===== src/rtl/slrac_consts.vh =====
`ifndef SLRAC_CONSTS_VH
`define SLRAC_CONSTS_VH
// ----------------------------------------------------------------
// Register indices (byte address is four times the index)
// ----------------------------------------------------------------
`define SLRAC_IDX_CTRL     10'h300
`define SLRAC_IDX_MEAS     10'h302
`define SLRAC_IDX_FIXED    10'h304
`define SLRAC_IDX_RELEASE  10'h306
`define SLRAC_IDX_XBAR_A   10'h308
`define SLRAC_IDX_XBAR_B   10'h309
// ----------------------------------------------------------------
// Field positions
// ----------------------------------------------------------------
`define SLRAC_CTRL_CHK_BIT 6
`define SLRAC_CTRL_EN_BIT  0
`define SLRAC_XBAR_EVEN_LO 0
`define SLRAC_XBAR_ODD_LO  3
// ----------------------------------------------------------------
// Reset values
// ----------------------------------------------------------------
`define SLRAC_RST_CTRL     8'h00
`define SLRAC_RST_CHK      1'b0
`define SLRAC_RST_EN       1'b0
`define SLRAC_RST_MEAS     5'h00
`define SLRAC_RST_FIXED    5'h00
`define SLRAC_RST_RELEASE  5'h1F
`define SLRAC_RST_XBAR_A   6'h08
`define SLRAC_RST_XBAR_B   6'h1A
// ----------------------------------------------------------------
// Timing and sizes
// ----------------------------------------------------------------
`define SLRAC_DELAY_MAX    5'h1F
`define SLRAC_RELEASE_MAX  5'h0A
`define SLRAC_LANE_W       8
`define SLRAC_NUM_OCT      13
`endif


===== src/rtl/slrac_top.v =====
`include "slrac_consts.vh"
module slrac_top
(
  input  wire        i_clk,
  input  wire        i_rstn,
  // Wishbone classic slave
  input  wire        i_wb_cyc,
  input  wire        i_wb_stb,
  input  wire        i_wb_we,
  input  wire [11:0] i_wb_adr,
  input  wire [3:0]  i_wb_sel,
  input  wire [31:0] i_wb_dat,
  output reg  [31:0] o_wb_dat,
  output reg         o_wb_ack,
  // Link side, asynchronous to i_clk
  input  wire        i_pclk,
  input  wire        i_lmfc_global,
  input  wire        i_lmfc_local,
  // Deframer side, on i_clk
  input  wire [103:0] i_cfg_octets,
  input  wire [7:0]  i_cfg_chk,
  input  wire [63:0] i_phy_data,
  output reg  [31:0] o_lane_data,
  output reg  [7:0]  o_cfg_sum,
  output reg         o_cfg_chk_err,
  output wire        o_link_active,
  output reg         o_buf_release
);

  // ----------------------------------------------------------------
  // Registers
  // ----------------------------------------------------------------
  reg        chk_mode_r;
  reg        link_en_r;
  reg  [4:0] meas_r;
  reg  [4:0] fixed_r;
  reg  [4:0] release_r;
  reg  [5:0] xbar_a_r;
  reg  [5:0] xbar_b_r;

  wire [9:0] idx;
  wire       req;
  wire       wr;
  reg  [7:0] rd_nxt;

  assign idx = i_wb_adr[11:2];
  // One answer per request; ack drops the cycle after it is given
  assign req = i_wb_cyc & i_wb_stb & ~o_wb_ack;
  assign wr  = req & i_wb_we & i_wb_sel[0];

  // Read mux; reserved bits and unmapped words read zero
  always @*
  begin
    rd_nxt = 8'h00;
    case (idx)
      `SLRAC_IDX_CTRL:
      begin
        rd_nxt[`SLRAC_CTRL_CHK_BIT] = chk_mode_r;
        rd_nxt[`SLRAC_CTRL_EN_BIT]  = link_en_r;
      end
      `SLRAC_IDX_MEAS:    rd_nxt = {3'h0, meas_r};
      `SLRAC_IDX_FIXED:   rd_nxt = {3'h0, fixed_r};
      `SLRAC_IDX_RELEASE: rd_nxt = {3'h0, release_r};
      `SLRAC_IDX_XBAR_A:  rd_nxt = {2'h0, xbar_a_r};
      `SLRAC_IDX_XBAR_B:  rd_nxt = {2'h0, xbar_b_r};
      default:            rd_nxt = 8'h00;
    endcase
  end

  // Bus answer: ack one cycle after the request, data from flip-flops
  always @(posedge i_clk or negedge i_rstn)
  begin
    if (!i_rstn)
    begin
      o_wb_ack <= 1'b0;
      o_wb_dat <= 32'h00000000;
    end
    else
    begin
      o_wb_ack <= req;
      if (req)
        o_wb_dat <= {24'h000000, rd_nxt};
    end
  end

  // Writable fields; unmapped writes are acked and dropped
  always @(posedge i_clk or negedge i_rstn)
  begin
    if (!i_rstn)
    begin
      chk_mode_r <= `SLRAC_RST_CHK;
      link_en_r  <= `SLRAC_RST_EN;
      fixed_r    <= `SLRAC_RST_FIXED;
      release_r  <= `SLRAC_RST_RELEASE;
      xbar_a_r   <= `SLRAC_RST_XBAR_A;
      xbar_b_r   <= `SLRAC_RST_XBAR_B;
    end
    else if (wr)
    begin
      case (idx)
        `SLRAC_IDX_CTRL:
        begin
          chk_mode_r <= i_wb_dat[`SLRAC_CTRL_CHK_BIT];
          link_en_r  <= i_wb_dat[`SLRAC_CTRL_EN_BIT];
        end
        `SLRAC_IDX_FIXED:   fixed_r   <= i_wb_dat[4:0];
        `SLRAC_IDX_RELEASE: release_r <= i_wb_dat[4:0];
        `SLRAC_IDX_XBAR_A:  xbar_a_r  <= i_wb_dat[5:0];
        `SLRAC_IDX_XBAR_B:  xbar_b_r  <= i_wb_dat[5:0];
        default:            chk_mode_r <= chk_mode_r;
      endcase
    end
  end

  assign o_link_active = link_en_r;

  // ----------------------------------------------------------------
  // Link input synchronisers
  // ----------------------------------------------------------------
  reg  [1:0] pclk_s;
  reg  [1:0] glob_s;
  reg  [1:0] loc_s;
  reg        pclk_d;
  reg        glob_d;
  reg        loc_d;
  wire       tick;
  wire       glob_rise;
  wire       loc_rise;

  // Three flops per pin; edges come from the second and third stages
  always @(posedge i_clk or negedge i_rstn)
  begin
    if (!i_rstn)
    begin
      pclk_s <= 2'h0;
      glob_s <= 2'h0;
      loc_s  <= 2'h0;
      pclk_d <= 1'b0;
      glob_d <= 1'b0;
      loc_d  <= 1'b0;
    end
    else
    begin
      pclk_s <= {pclk_s[0], i_pclk};
      glob_s <= {glob_s[0], i_lmfc_global};
      loc_s  <= {loc_s[0], i_lmfc_local};
      pclk_d <= pclk_s[1];
      glob_d <= glob_s[1];
      loc_d  <= loc_s[1];
    end
  end

  // Processing-clock rising edge is the one-cycle time unit
  assign tick      = pclk_s[1] & ~pclk_d;
  assign glob_rise = glob_s[1] & ~glob_d;
  assign loc_rise  = loc_s[1] & ~loc_d;

  // ----------------------------------------------------------------
  // Multiframe delay, latency measure and buffer release
  // ----------------------------------------------------------------
  localparam ST_IDLE  = 2'h0;
  localparam ST_DELAY = 2'h1;
  localparam ST_RUN   = 2'h2;

  reg [1:0] state_r;
  reg [4:0] dly_cnt_r;
  reg [4:0] mf_cnt_r;
  reg       meas_busy_r;

  // Global edge is held back by the fixed delay, then a multiframe
  // position counter runs; a new global edge during the count restarts the sequence.
  always @(posedge i_clk or negedge i_rstn)
  begin
    if (!i_rstn)
    begin
      state_r       <= ST_IDLE;
      dly_cnt_r     <= 5'h00;
      mf_cnt_r      <= 5'h00;
      meas_busy_r   <= 1'b0;
      meas_r        <= `SLRAC_RST_MEAS;
      o_buf_release <= 1'b0;
    end
    else if (!link_en_r)
    begin
      state_r       <= ST_IDLE;
      dly_cnt_r     <= 5'h00;
      mf_cnt_r      <= 5'h00;
      meas_busy_r   <= 1'b0;
      o_buf_release <= 1'b0;
    end
    else
    begin
      o_buf_release <= 1'b0;
      case (state_r)
        ST_IDLE:
        begin
          if (glob_rise)
          begin
            dly_cnt_r <= 5'h00;
            state_r   <= ST_DELAY;
          end
        end
        ST_DELAY:
        begin
          if (dly_cnt_r == fixed_r)
          begin
            mf_cnt_r    <= 5'h00;
            meas_busy_r <= 1'b1;
            state_r     <= ST_RUN;
          end
          else if (tick)
            dly_cnt_r <= dly_cnt_r + 5'h01;
        end
        ST_RUN:
        begin
          // Release fires once per multiframe at the chosen point
          if (tick && mf_cnt_r == release_r)
            o_buf_release <= 1'b1;
          if (tick && mf_cnt_r != `SLRAC_DELAY_MAX)
            mf_cnt_r <= mf_cnt_r + 5'h01;
          if (glob_rise)
          begin
            dly_cnt_r <= 5'h00;
            state_r   <= ST_DELAY;
          end
        end
        default: state_r <= ST_IDLE;
      endcase
      // Latency: ticks from delayed global edge to local edge, saturating
      if (meas_busy_r && loc_rise)
      begin
        meas_r      <= mf_cnt_r;
        meas_busy_r <= 1'b0;
      end
    end
  end

  // ----------------------------------------------------------------
  // Configuration checksum
  // ----------------------------------------------------------------
  reg [7:0] sum_oct;
  reg [7:0] sum_fld;
  wire [7:0] oc [0:12];
  integer    k;

  // Octet view of the received configuration words
  genvar o;
  generate
    for (o = 0; o < `SLRAC_NUM_OCT; o = o + 1)
    begin : g_oct
      assign oc[o] = i_cfg_octets[o*8 +: 8];
    end
  endgenerate

  // Both sums modulo 256; the field sum adds each packed field alone
  always @*
  begin
    sum_oct = 8'h00;
    for (k = 0; k < `SLRAC_NUM_OCT; k = k + 1)
      sum_oct = sum_oct + oc[k];
    sum_fld = oc[0] + {4'h0, oc[1][7:4]} + {4'h0, oc[1][3:0]}
            + {7'h00, oc[2][6]} + {7'h00, oc[2][5]} + {3'h0, oc[2][4:0]}
            + {7'h00, oc[3][7]} + {3'h0, oc[3][4:0]} + oc[4]
            + {3'h0, oc[5][4:0]} + oc[6] + {6'h00, oc[7][7:6]}
            + {3'h0, oc[7][4:0]} + {5'h00, oc[8][7:5]}
            + {3'h0, oc[8][4:0]} + {5'h00, oc[9][7:5]}
            + {3'h0, oc[9][4:0]} + {7'h00, oc[10][7]}
            + {3'h0, oc[10][4:0]} + oc[11] + oc[12];
  end

  // Method choice and compare, registered
  always @(posedge i_clk or negedge i_rstn)
  begin
    if (!i_rstn)
    begin
      o_cfg_sum     <= 8'h00;
      o_cfg_chk_err <= 1'b0;
    end
    else if (!link_en_r)
    begin
      o_cfg_sum     <= 8'h00;
      o_cfg_chk_err <= 1'b0;
    end
    else
    begin
      o_cfg_sum     <= chk_mode_r ? sum_oct : sum_fld;
      o_cfg_chk_err <= (chk_mode_r ? sum_oct : sum_fld) != i_cfg_chk;
    end
  end

  // ----------------------------------------------------------------
  // Lane crossbar
  // ----------------------------------------------------------------
  wire [11:0] src_all;
  wire [31:0] lane_nxt;
  assign src_all = {xbar_b_r, xbar_a_r};

  // Lane 2n from bits 2:0, lane 2n+1 from bits 5:3 of each pair
  genvar g;
  generate
    for (g = 0; g < 4; g = g + 1)
    begin : g_lane
      wire [2:0] src;
      assign src = src_all[g*3 +: 3];
      assign lane_nxt[g*8 +: 8] = i_phy_data[src*8 +: 8];
    end
  endgenerate

  // One register for all lanes, so each output bit has a single driver
  always @(posedge i_clk or negedge i_rstn)
  begin
    if (!i_rstn)
      o_lane_data <= 32'h00000000;
    else if (!link_en_r)
      o_lane_data <= 32'h00000000;
    else
      o_lane_data <= lane_nxt;
  end

endmodule


===== config.mk =====
export PLATFORM = sky130hd
export DESIGN_NAME = slrac_top
export DESIGN_NICKNAME = d
export VERILOG_FILES = /design/src/rtl/slrac_top.v
export VERILOG_INCLUDE_DIRS = /design/src /design/src/rtl
export SDC_FILE = /design/constraint.sdc
export NUM_CORES = 1
export LEC_CHECK = 0
export ABC_AREA = 1
export BUFFER_PORTS_ARGS = -buffer_cell sky130_fd_sc_hd__buf_4
export CAP_MARGIN = 20
export CORE_ASPECT_RATIO = 2
export CORE_MARGIN = 2
export CORE_UTILIZATION = 40
export CTS_BUF_LIST = sky130_fd_sc_hd__clkbuf_4 sky130_fd_sc_hd__clkbuf_8 sky130_fd_sc_hd__clkbuf_16
export DETAILED_ROUTE_END_ITERATION = 10
export PLACE_DENSITY = 0.63
export SETUP_SLACK_MARGIN = 0.2
export SKIP_CTS_REPAIR_TIMING = 1
export SLEW_MARGIN = 20
export SYNTH_ARGS = -nofsm -noshare
export SYNTH_HDL_FRONTEND = slang
export SYNTH_SLANG_ARGS = --single-unit

===== constraint.sdc =====
create_clock -name i_clk -period 2.8 [get_ports i_clk]
set_clock_uncertainty 0.2 [all_clocks]
set_input_delay 0.56 -clock i_clk [delete_from_list [all_inputs] [get_ports i_clk]]
set_output_delay 0.56 -clock i_clk [all_outputs]
set_load 0.02 [all_outputs]

==> flow_metrics.py, run 1 <==
metrics = {
    "pwr": {
        "p_sw_share_pct": 48.90,
        "ir_worst_vdd_uv": 2218,
        "comb_power_share_pct": 84.1,
        "fin_total_pwr_mw": 17.73,
        "pwr-share-clk_pct": 7.5,
        "power_density_nw_per_um2": 1219,
        "intPower_mw": 9.061,
        "p_leak_nw": 7.276,
        "seq_power_share_pct": 8.4,
        "p_switching_mw": 8.672,
    },
    "worst_setup_path": {
        "r2r-end": "o_lane_data[25]",
        "r2r_slack_ns": 0.48,
        "cpPeakStageDelay_ns": 0.58,
        "cp_top_family": "adder cells",
        "r2r-start": "xbar_b_r[3]",
        "critPathKind": "primary input to flop",
        "start_kind": "primary input",
        "cp-end-kind": "flop",
        "cp_max_fo": 2,
        "cp_data_required_time_ns": 2.86,
        "cp_num_buf_inv": 2,
        "crit_slowest_cell": "fa_2",
        "cp.depth": 22,
        "crit_start": "i_cfg_octets[69]",
        "path_cells": "buf_8, fa_1, inv_2, fa_1, fa_1, xnor2_1, xor2_1, fa_1, fa_1, fa_2, fa_2, o21ai_2, xnor2_1, nand2_1, nor2_1, nand2_1, nor2_1, nand3_1, nor2_1, nand2_1, nor2_1, nor2_1",
        "arrival_ns": 5.38,
        "r2r_cells": 5,
    },
    "synth": {
        "synth_top_area_cell": "fa_1",
        "synthCells": 1405,
        "synth_edf_count": 0,
        "synth_flop_cell": "dfrtp_1",
        "synth_seq_area_share_pct": 22.96,
        "yosysUniqueCellTypes": 44,
        "netlist_area_um2": 11060,
        "synth_area_leaders": "fa_1, dfrtp_1, inv_1",
        "synth_common_cells": "inv_1, o21ai_0, nand2_1, fa_1, dfrtp_1",
        "async_flop_share_pct": 100.0,
        "synth.top_cell.area_share_pct": 24.99,
        "syn_area_per_cell_um2": 7.870,
        "yosysWarnings": 0,
        "ys_ff_latch": 101,
        "synth_most_common_cell": "inv_1",
    },
    "placed_design": {
        "dp_hpwl_mm": 27.77,
        "port_buffers": 252,
        "gp_congestion": 0.8686,
        "dp_slack_ns": -2.961,
        "postPlaceCellArea_um2": 14080,
    },
    "clock_network": {
        "cts_tree": "done",
        "root_buffer": "clkbuf_16",
        "cts_buffers": 9,
        "worst_skew_pair.late_latency_ns": 0.36,
        "clkSinkCount": 101,
        "ctsLongestPathBuffers": 2,
        "clk_pin_slew_ns": 0.08,
        "htree_num_levels": 3,
    },
    "sta": {
        "rsz0062_at_grt": "yes",
        "tightestPinTransition_ns": 0.7738,
        "period_share_pct": 189.8,
        "max_freq_mhz": 188.1,
        "finalSetupViolations": 9,
        "slew_violations": 0,
        "setup_tns_ns": -18.06,
        "final_hold_viol_count": 0,
        "slew_headroom_pct": 47.08,
        "finalCriticalPeriod_ns": 5.316,
        "fin_ws_ns": -2.516,
    },
    "finish": {
        "nNetsFinal": 2137,
        "final_area_um2": 14550,
        "area_growth_pct": 31.59,
        "fill_cells": 2561,
        "register_area_um2": 2540,
        "multi_input_area_um2": 7219,
        "drive_above_1_share_pct": 25.98,
    },
    "global_route": {
        "met1_usage_pct": 31.61,
        "grt_pass1_wl_mm": 54.34,
        "grt_use_met3_pct": 3.912,
        "grt.busiest_layer": "met2",
        "overflow": 0,
        "first_global_vias": 10570,
        "grt_use_total_pct": 23.79,
        "antenna_found_initial": 1,
        "grt_use_met2_pct": 39.12,
        "grt_max_degree": 57,
    },
    "routing": {
        "drc_errors": 0,
        "vias_per_cell": 5.038,
        "final_antenna_net_count": 0,
        "drt_pass1_iterations": 6,
        "num_vias": 10540,
        "first_iter_violations": 870,
        "wl_mm": 34.01,
        "wl_per_cell_um": 16.25,
    },
    "floorplan": {
        "die_w_um": 121.6,
        "coreArea_um2": 27330,
        "rows": 86,
        "dieArea_um2": 29070,
        "ioPinCount": 308,
        "start_util_pct": 40.46,
        "die_h_um": 239.1,
    },
    "hold_path": {
        "min_from": "i_pclk",
        "worstHoldPathCells": 1,
        "hp-class": "primary input to flop",
        "hold_path_end": "pclk_s[0]",
    },
    "flow_run": {
        "max_cap_violations": 0,
    },
    "status": {
        "violations": "setup timing",
        "status": "complete, but fails checks",
    },
}
## power groups by stage
| stage | clock, mW | sequential (mW) | combinational, mW |
|---|---|---|---|
| 6_report | 1.33 | 1.49 | 14.9 |
| 5_1_grt | 1.43 | 1.49 | 16.8 |
| 4_1_cts | 1.37 | 1.49 | 13.7 |
| 3_5_place_dp | 0 | 1.52 | 13.6 |
| 3_3_place_gp | 0 | 1.52 | 13.4 |
| 2_1_floorplan | 0 | 1.53 | 9.49 |
## registers in the layout, indices dropped and copies added (netlist names), 5 cells and up
register	cells
o_wb_dat	7
xbar_b_r	6
release_r	5
o_cfg_sum	8
dly_cnt_r	5
o_lane_data	32
mf_cnt_r	5
fixed_r	5
xbar_a_r	6
meas_r	5
## cell type report
| type | instances | area share, % |
|---|---|---|
| clock inverter | 7 | 0.6621 |
| multi-input combinational | 945 | 49.62 |
| clock buffer | 9 | 1.548 |
| timing repair buffer | 374 | 19.69 |
| antenna | 1 | 0.01720 |
| sequential | 101 | 17.46 |
| tap | 352 | 3.027 |
| inverter | 304 | 7.980 |
## routing by layer
layer  up-vias  part of all wire, %
li1       5070                    -
met1      4950                   41
met2       439                   49
met3        85                  6.3
met4         0                  3.5
met5         -                    0
## cell usage in the layout (no fill, tap or decap), drive strengths merged, types with 2 or more instances in the layout
cell,n
buf,373
inv,306
o21ai,204
nand2,189
fa,138
a21oi,93
dfrtp,92
nor2,81
o211ai,34
a31oi,32
ha,32
nand3,32
conb,25
xnor2,19
xor2,18
clkbuf,9
dfstp,9
o22ai,8
nor3,8
nand4,7
clkinv,5
nand3b,3
a221oi,3
o31ai,3
a21o,2
nor3b,2
a2111oi,2
or2,2
o2111ai,2
## per-stage QoR
stage	hold slack, ns	instances	util, %
3_3_place_gp	0.1340	2070	51.52
5_1_grt	0.08333	2092	53.23
3_5_place_dp	0.1347	2070	51.52
6_report	0.09305	2093	53.24
2_1_floorplan	0.06441	1429	-
4_1_cts	-0.1217	2086	52.69
## worst max-delay path by stage
stage / end / slack (ns)
after floorplan: o_cfg_chk_err / -2.54
after global placement: o_cfg_chk_err / -2.90
after detailed placement: o_cfg_chk_err / -2.96
after CTS: o_cfg_chk_err / -2.58
after global routing: o_cfg_chk_err / -2.78
final: o_cfg_chk_err / -2.52
## kinds of logic after synthesis
family	Yosys count	synth area share, %
adders and majority gates	170	28.61
DFF	101	22.96
other	1	0.03392
buffers and inverters	383	14.07
and+or+nand+nor	325	12.06
xor gates and xnor gates	37	2.931
AOI/OAI and AO/OA	388	19.34
## worst register-to-register path, delay by kind of cell, from the launching register on
kind                   cells  cell delay [ns]
buffers and inverters      1             0.48
AOI/OAI and AO/OA          3             0.45
DFF                        1             0.84
and+or+nand+nor            1             0.18
No activity file was read; power rests on OpenSTA's default activity.
==> run 2, diff against run 1 <==
==> constraint.sdc (replaced) <==
create_clock -name i_clk -period 2.8 [get_ports i_clk]
set_clock_uncertainty 0.2 [all_clocks]
set_input_delay 0.14 -clock i_clk [delete_from_list [all_inputs] [get_ports i_clk]]
set_output_delay 0.14 -clock i_clk [all_outputs]
set_load 0.02 [all_outputs]
==> flow_metrics.py, run 2 (synthesized netlist as in run 1, its figures left out) <==
metrics = {
    "routing": {
        "wl_per_cell_um": 16.31,
        "drc_errors": 0,
        "num_vias": 10630,
        "first_iter_violations": 911,
        "drt_pass1_iterations": 7,
        "vias_per_cell": 5.031,
        "final_antenna_net_count": 0,
        "wl_mm": 34.46,
    },
    "sta": {
        "period_share_pct": 173.1,
        "finalSetupViolations": 9,
        "slew_headroom_pct": 40.56,
        "final_hold_viol_count": 9,
        "slew_violations": 0,
        "fin_ws_ns": -2.047,
        "finalCriticalPeriod_ns": 4.847,
        "holdWs_ns": -0.03601,
        "rsz0062_at_grt": "yes",
        "tightestPinTransition_ns": 0.8691,
        "max_freq_mhz": 206.3,
    },
    "pwr": {
        "comb_power_share_pct": 84.9,
        "intPower_mw": 9.516,
        "ir_worst_vdd_uv": 2319,
        "p_leak_nw": 7.370,
        "p_switching_mw": 9.115,
        "power_density_nw_per_um2": 1262,
        "pwr-share-clk_pct": 7.2,
        "seq_power_share_pct": 8.0,
        "p_sw_share_pct": 48.92,
    },
    "placed_design": {
        "gp_congestion": 0.8695,
        "dp_hpwl_mm": 27.63,
        "port_buffers": 252,
        "postPlaceCellArea_um2": 14020,
        "dp_slack_ns": -2.502,
    },
    "clock_network": {
        "root_buffer": "clkbuf_16",
        "cts_buffers": 9,
        "worst_skew_pair.late_latency_ns": 0.37,
        "ctsLongestPathBuffers": 2,
        "cts_tree": "done",
        "clk_pin_slew_ns": 0.09,
        "clkSinkCount": 101,
        "htree_num_levels": 3,
    },
    "finish": {
        "layout_common_cells": "buf_4, inv_1, o21ai_0",
        "top_register": "o_lane_data",
        "largest_reg_flops": 32,
        "final_util_pct": 54.03,
        "nNetsFinal": 2155,
        "fill_cells": 2554,
        "final_area_um2": 14770,
        "final_common_cell": "buf_4",
        "area_growth_pct": 33.56,
        "drive_above_1_share_pct": 25.48,
        "top_regs": "o_lane_data (32), o_cfg_sum (8), o_wb_dat (7)",
    },
    "floorplan": {
        "die_h_um": 239.1,
        "die_w_um": 121.6,
        "start_util_pct": 40.46,
        "dieArea_um2": 29070,
        "ioPinCount": 308,
        "rows": 86,
        "coreArea_um2": 27330,
    },
    "status": {
        "violations": "hold timing, setup timing",
        "status": "complete, but fails checks",
    },
    "worst_setup_path": {
        "crit_start": "i_cfg_octets[70]",
        "start_kind": "primary input",
        "cp-end-kind": "flop",
        "critPathKind": "primary input to flop",
        "r2r-start": "xbar_b_r[3]",
        "cp_max_fo": 2,
        "cp_data_required_time_ns": 2.87,
        "arrival_ns": 4.92,
    },
    "global_route": {
        "first_global_vias": 10660,
        "grt_max_degree": 57,
        "grt_use_total_pct": 24.10,
        "antenna_found_initial": 3,
        "overflow": 0,
        "grt_pass1_wl_mm": 54.72,
    },
    "hold_path": {
        "hp-class": "primary input to flop",
        "min_from": "i_phy_data[3]",
    },
    "flow_run": {
        "max_cap_violations": 0,
    },
}
[run 2: area by class of cell]
cell class              instances  area, um2  area share (%)
diodes                          3      7.507         0.05083
clock buffers                   9      225.2           1.525
clock inverters                 7      96.34          0.6524
inverters                     304       1159           7.845
multi-input cells             945       7251           49.10
flip-flops and latches        101       2539           17.19
well taps                     352      440.4           2.982
repair buffers                392       3050           20.66
[run 2: per-layer routing]
metal  share of wire, %  GRT usage (%)  vias up
li1                   -              -     5112
met3                6.3          4.604       64
met5              0.029              0        -
met4                2.8          7.941        2
met1                 42          31.58     5049
met2                 49          39.96      403
[run 2: power groups by stage]
stage	sequential, mW	clock, mW	combinational, mW
floorplan	1.53	0	9.49
global placement	1.52	0	13.4
detailed placement	1.52	0	13.7
CTS	1.49	1.36	13.7
global route	1.49	1.43	17.7
finish	1.49	1.33	15.8
[run 2: final timing paths]
path / endpoint / slack [ns] / depth (start not counted)
min reg2reg: loc_s[1] / 0.15 / 0
max reg2reg: o_lane_data[25] / 0.51 / 5
min in group asynchronous: o_cfg_sum[3] / 0.17 / 2
max in group asynchronous: o_lane_data[23] / 1.37 / 3
max: o_cfg_chk_err / -2.05 / 22
min: o_lane_data[11] / -0.04 / 3
[run 2: worst max-delay path, cell delays in order]
cell,delay (ns)
buf_4,0.12
inv_1,0.14
fa_1,0.48
fa_1,0.50
inv_1,0.05
fa_1,0.48
fa_2,0.58
fa_1,0.42
fa_1,0.51
inv_1,0.06
fa_2,0.52
o21ai_2,0.06
xnor2_1,0.14
nand2_1,0.07
nor2_1,0.11
nand2_1,0.06
nor2_1,0.11
nand3_1,0.08
nor2_1,0.10
nand2_1,0.05
nor2_1,0.08
nor2_1,0.04
[run 2: per-stage QoR]
stage                     std cells  TNS, ns  power (mW)  hold slack (ns)
after floorplan                1429   -14.37       11.02          -0.3556
after global placement         2066   -17.81       14.89          0.03645
after detailed placement       2066   -18.18       15.17          0.04497
after CTS                      2082   -14.66       16.57          -0.3601
after global routing           2111   -15.49       20.63         0.005991
final                          2113   -13.96       18.63         -0.03601
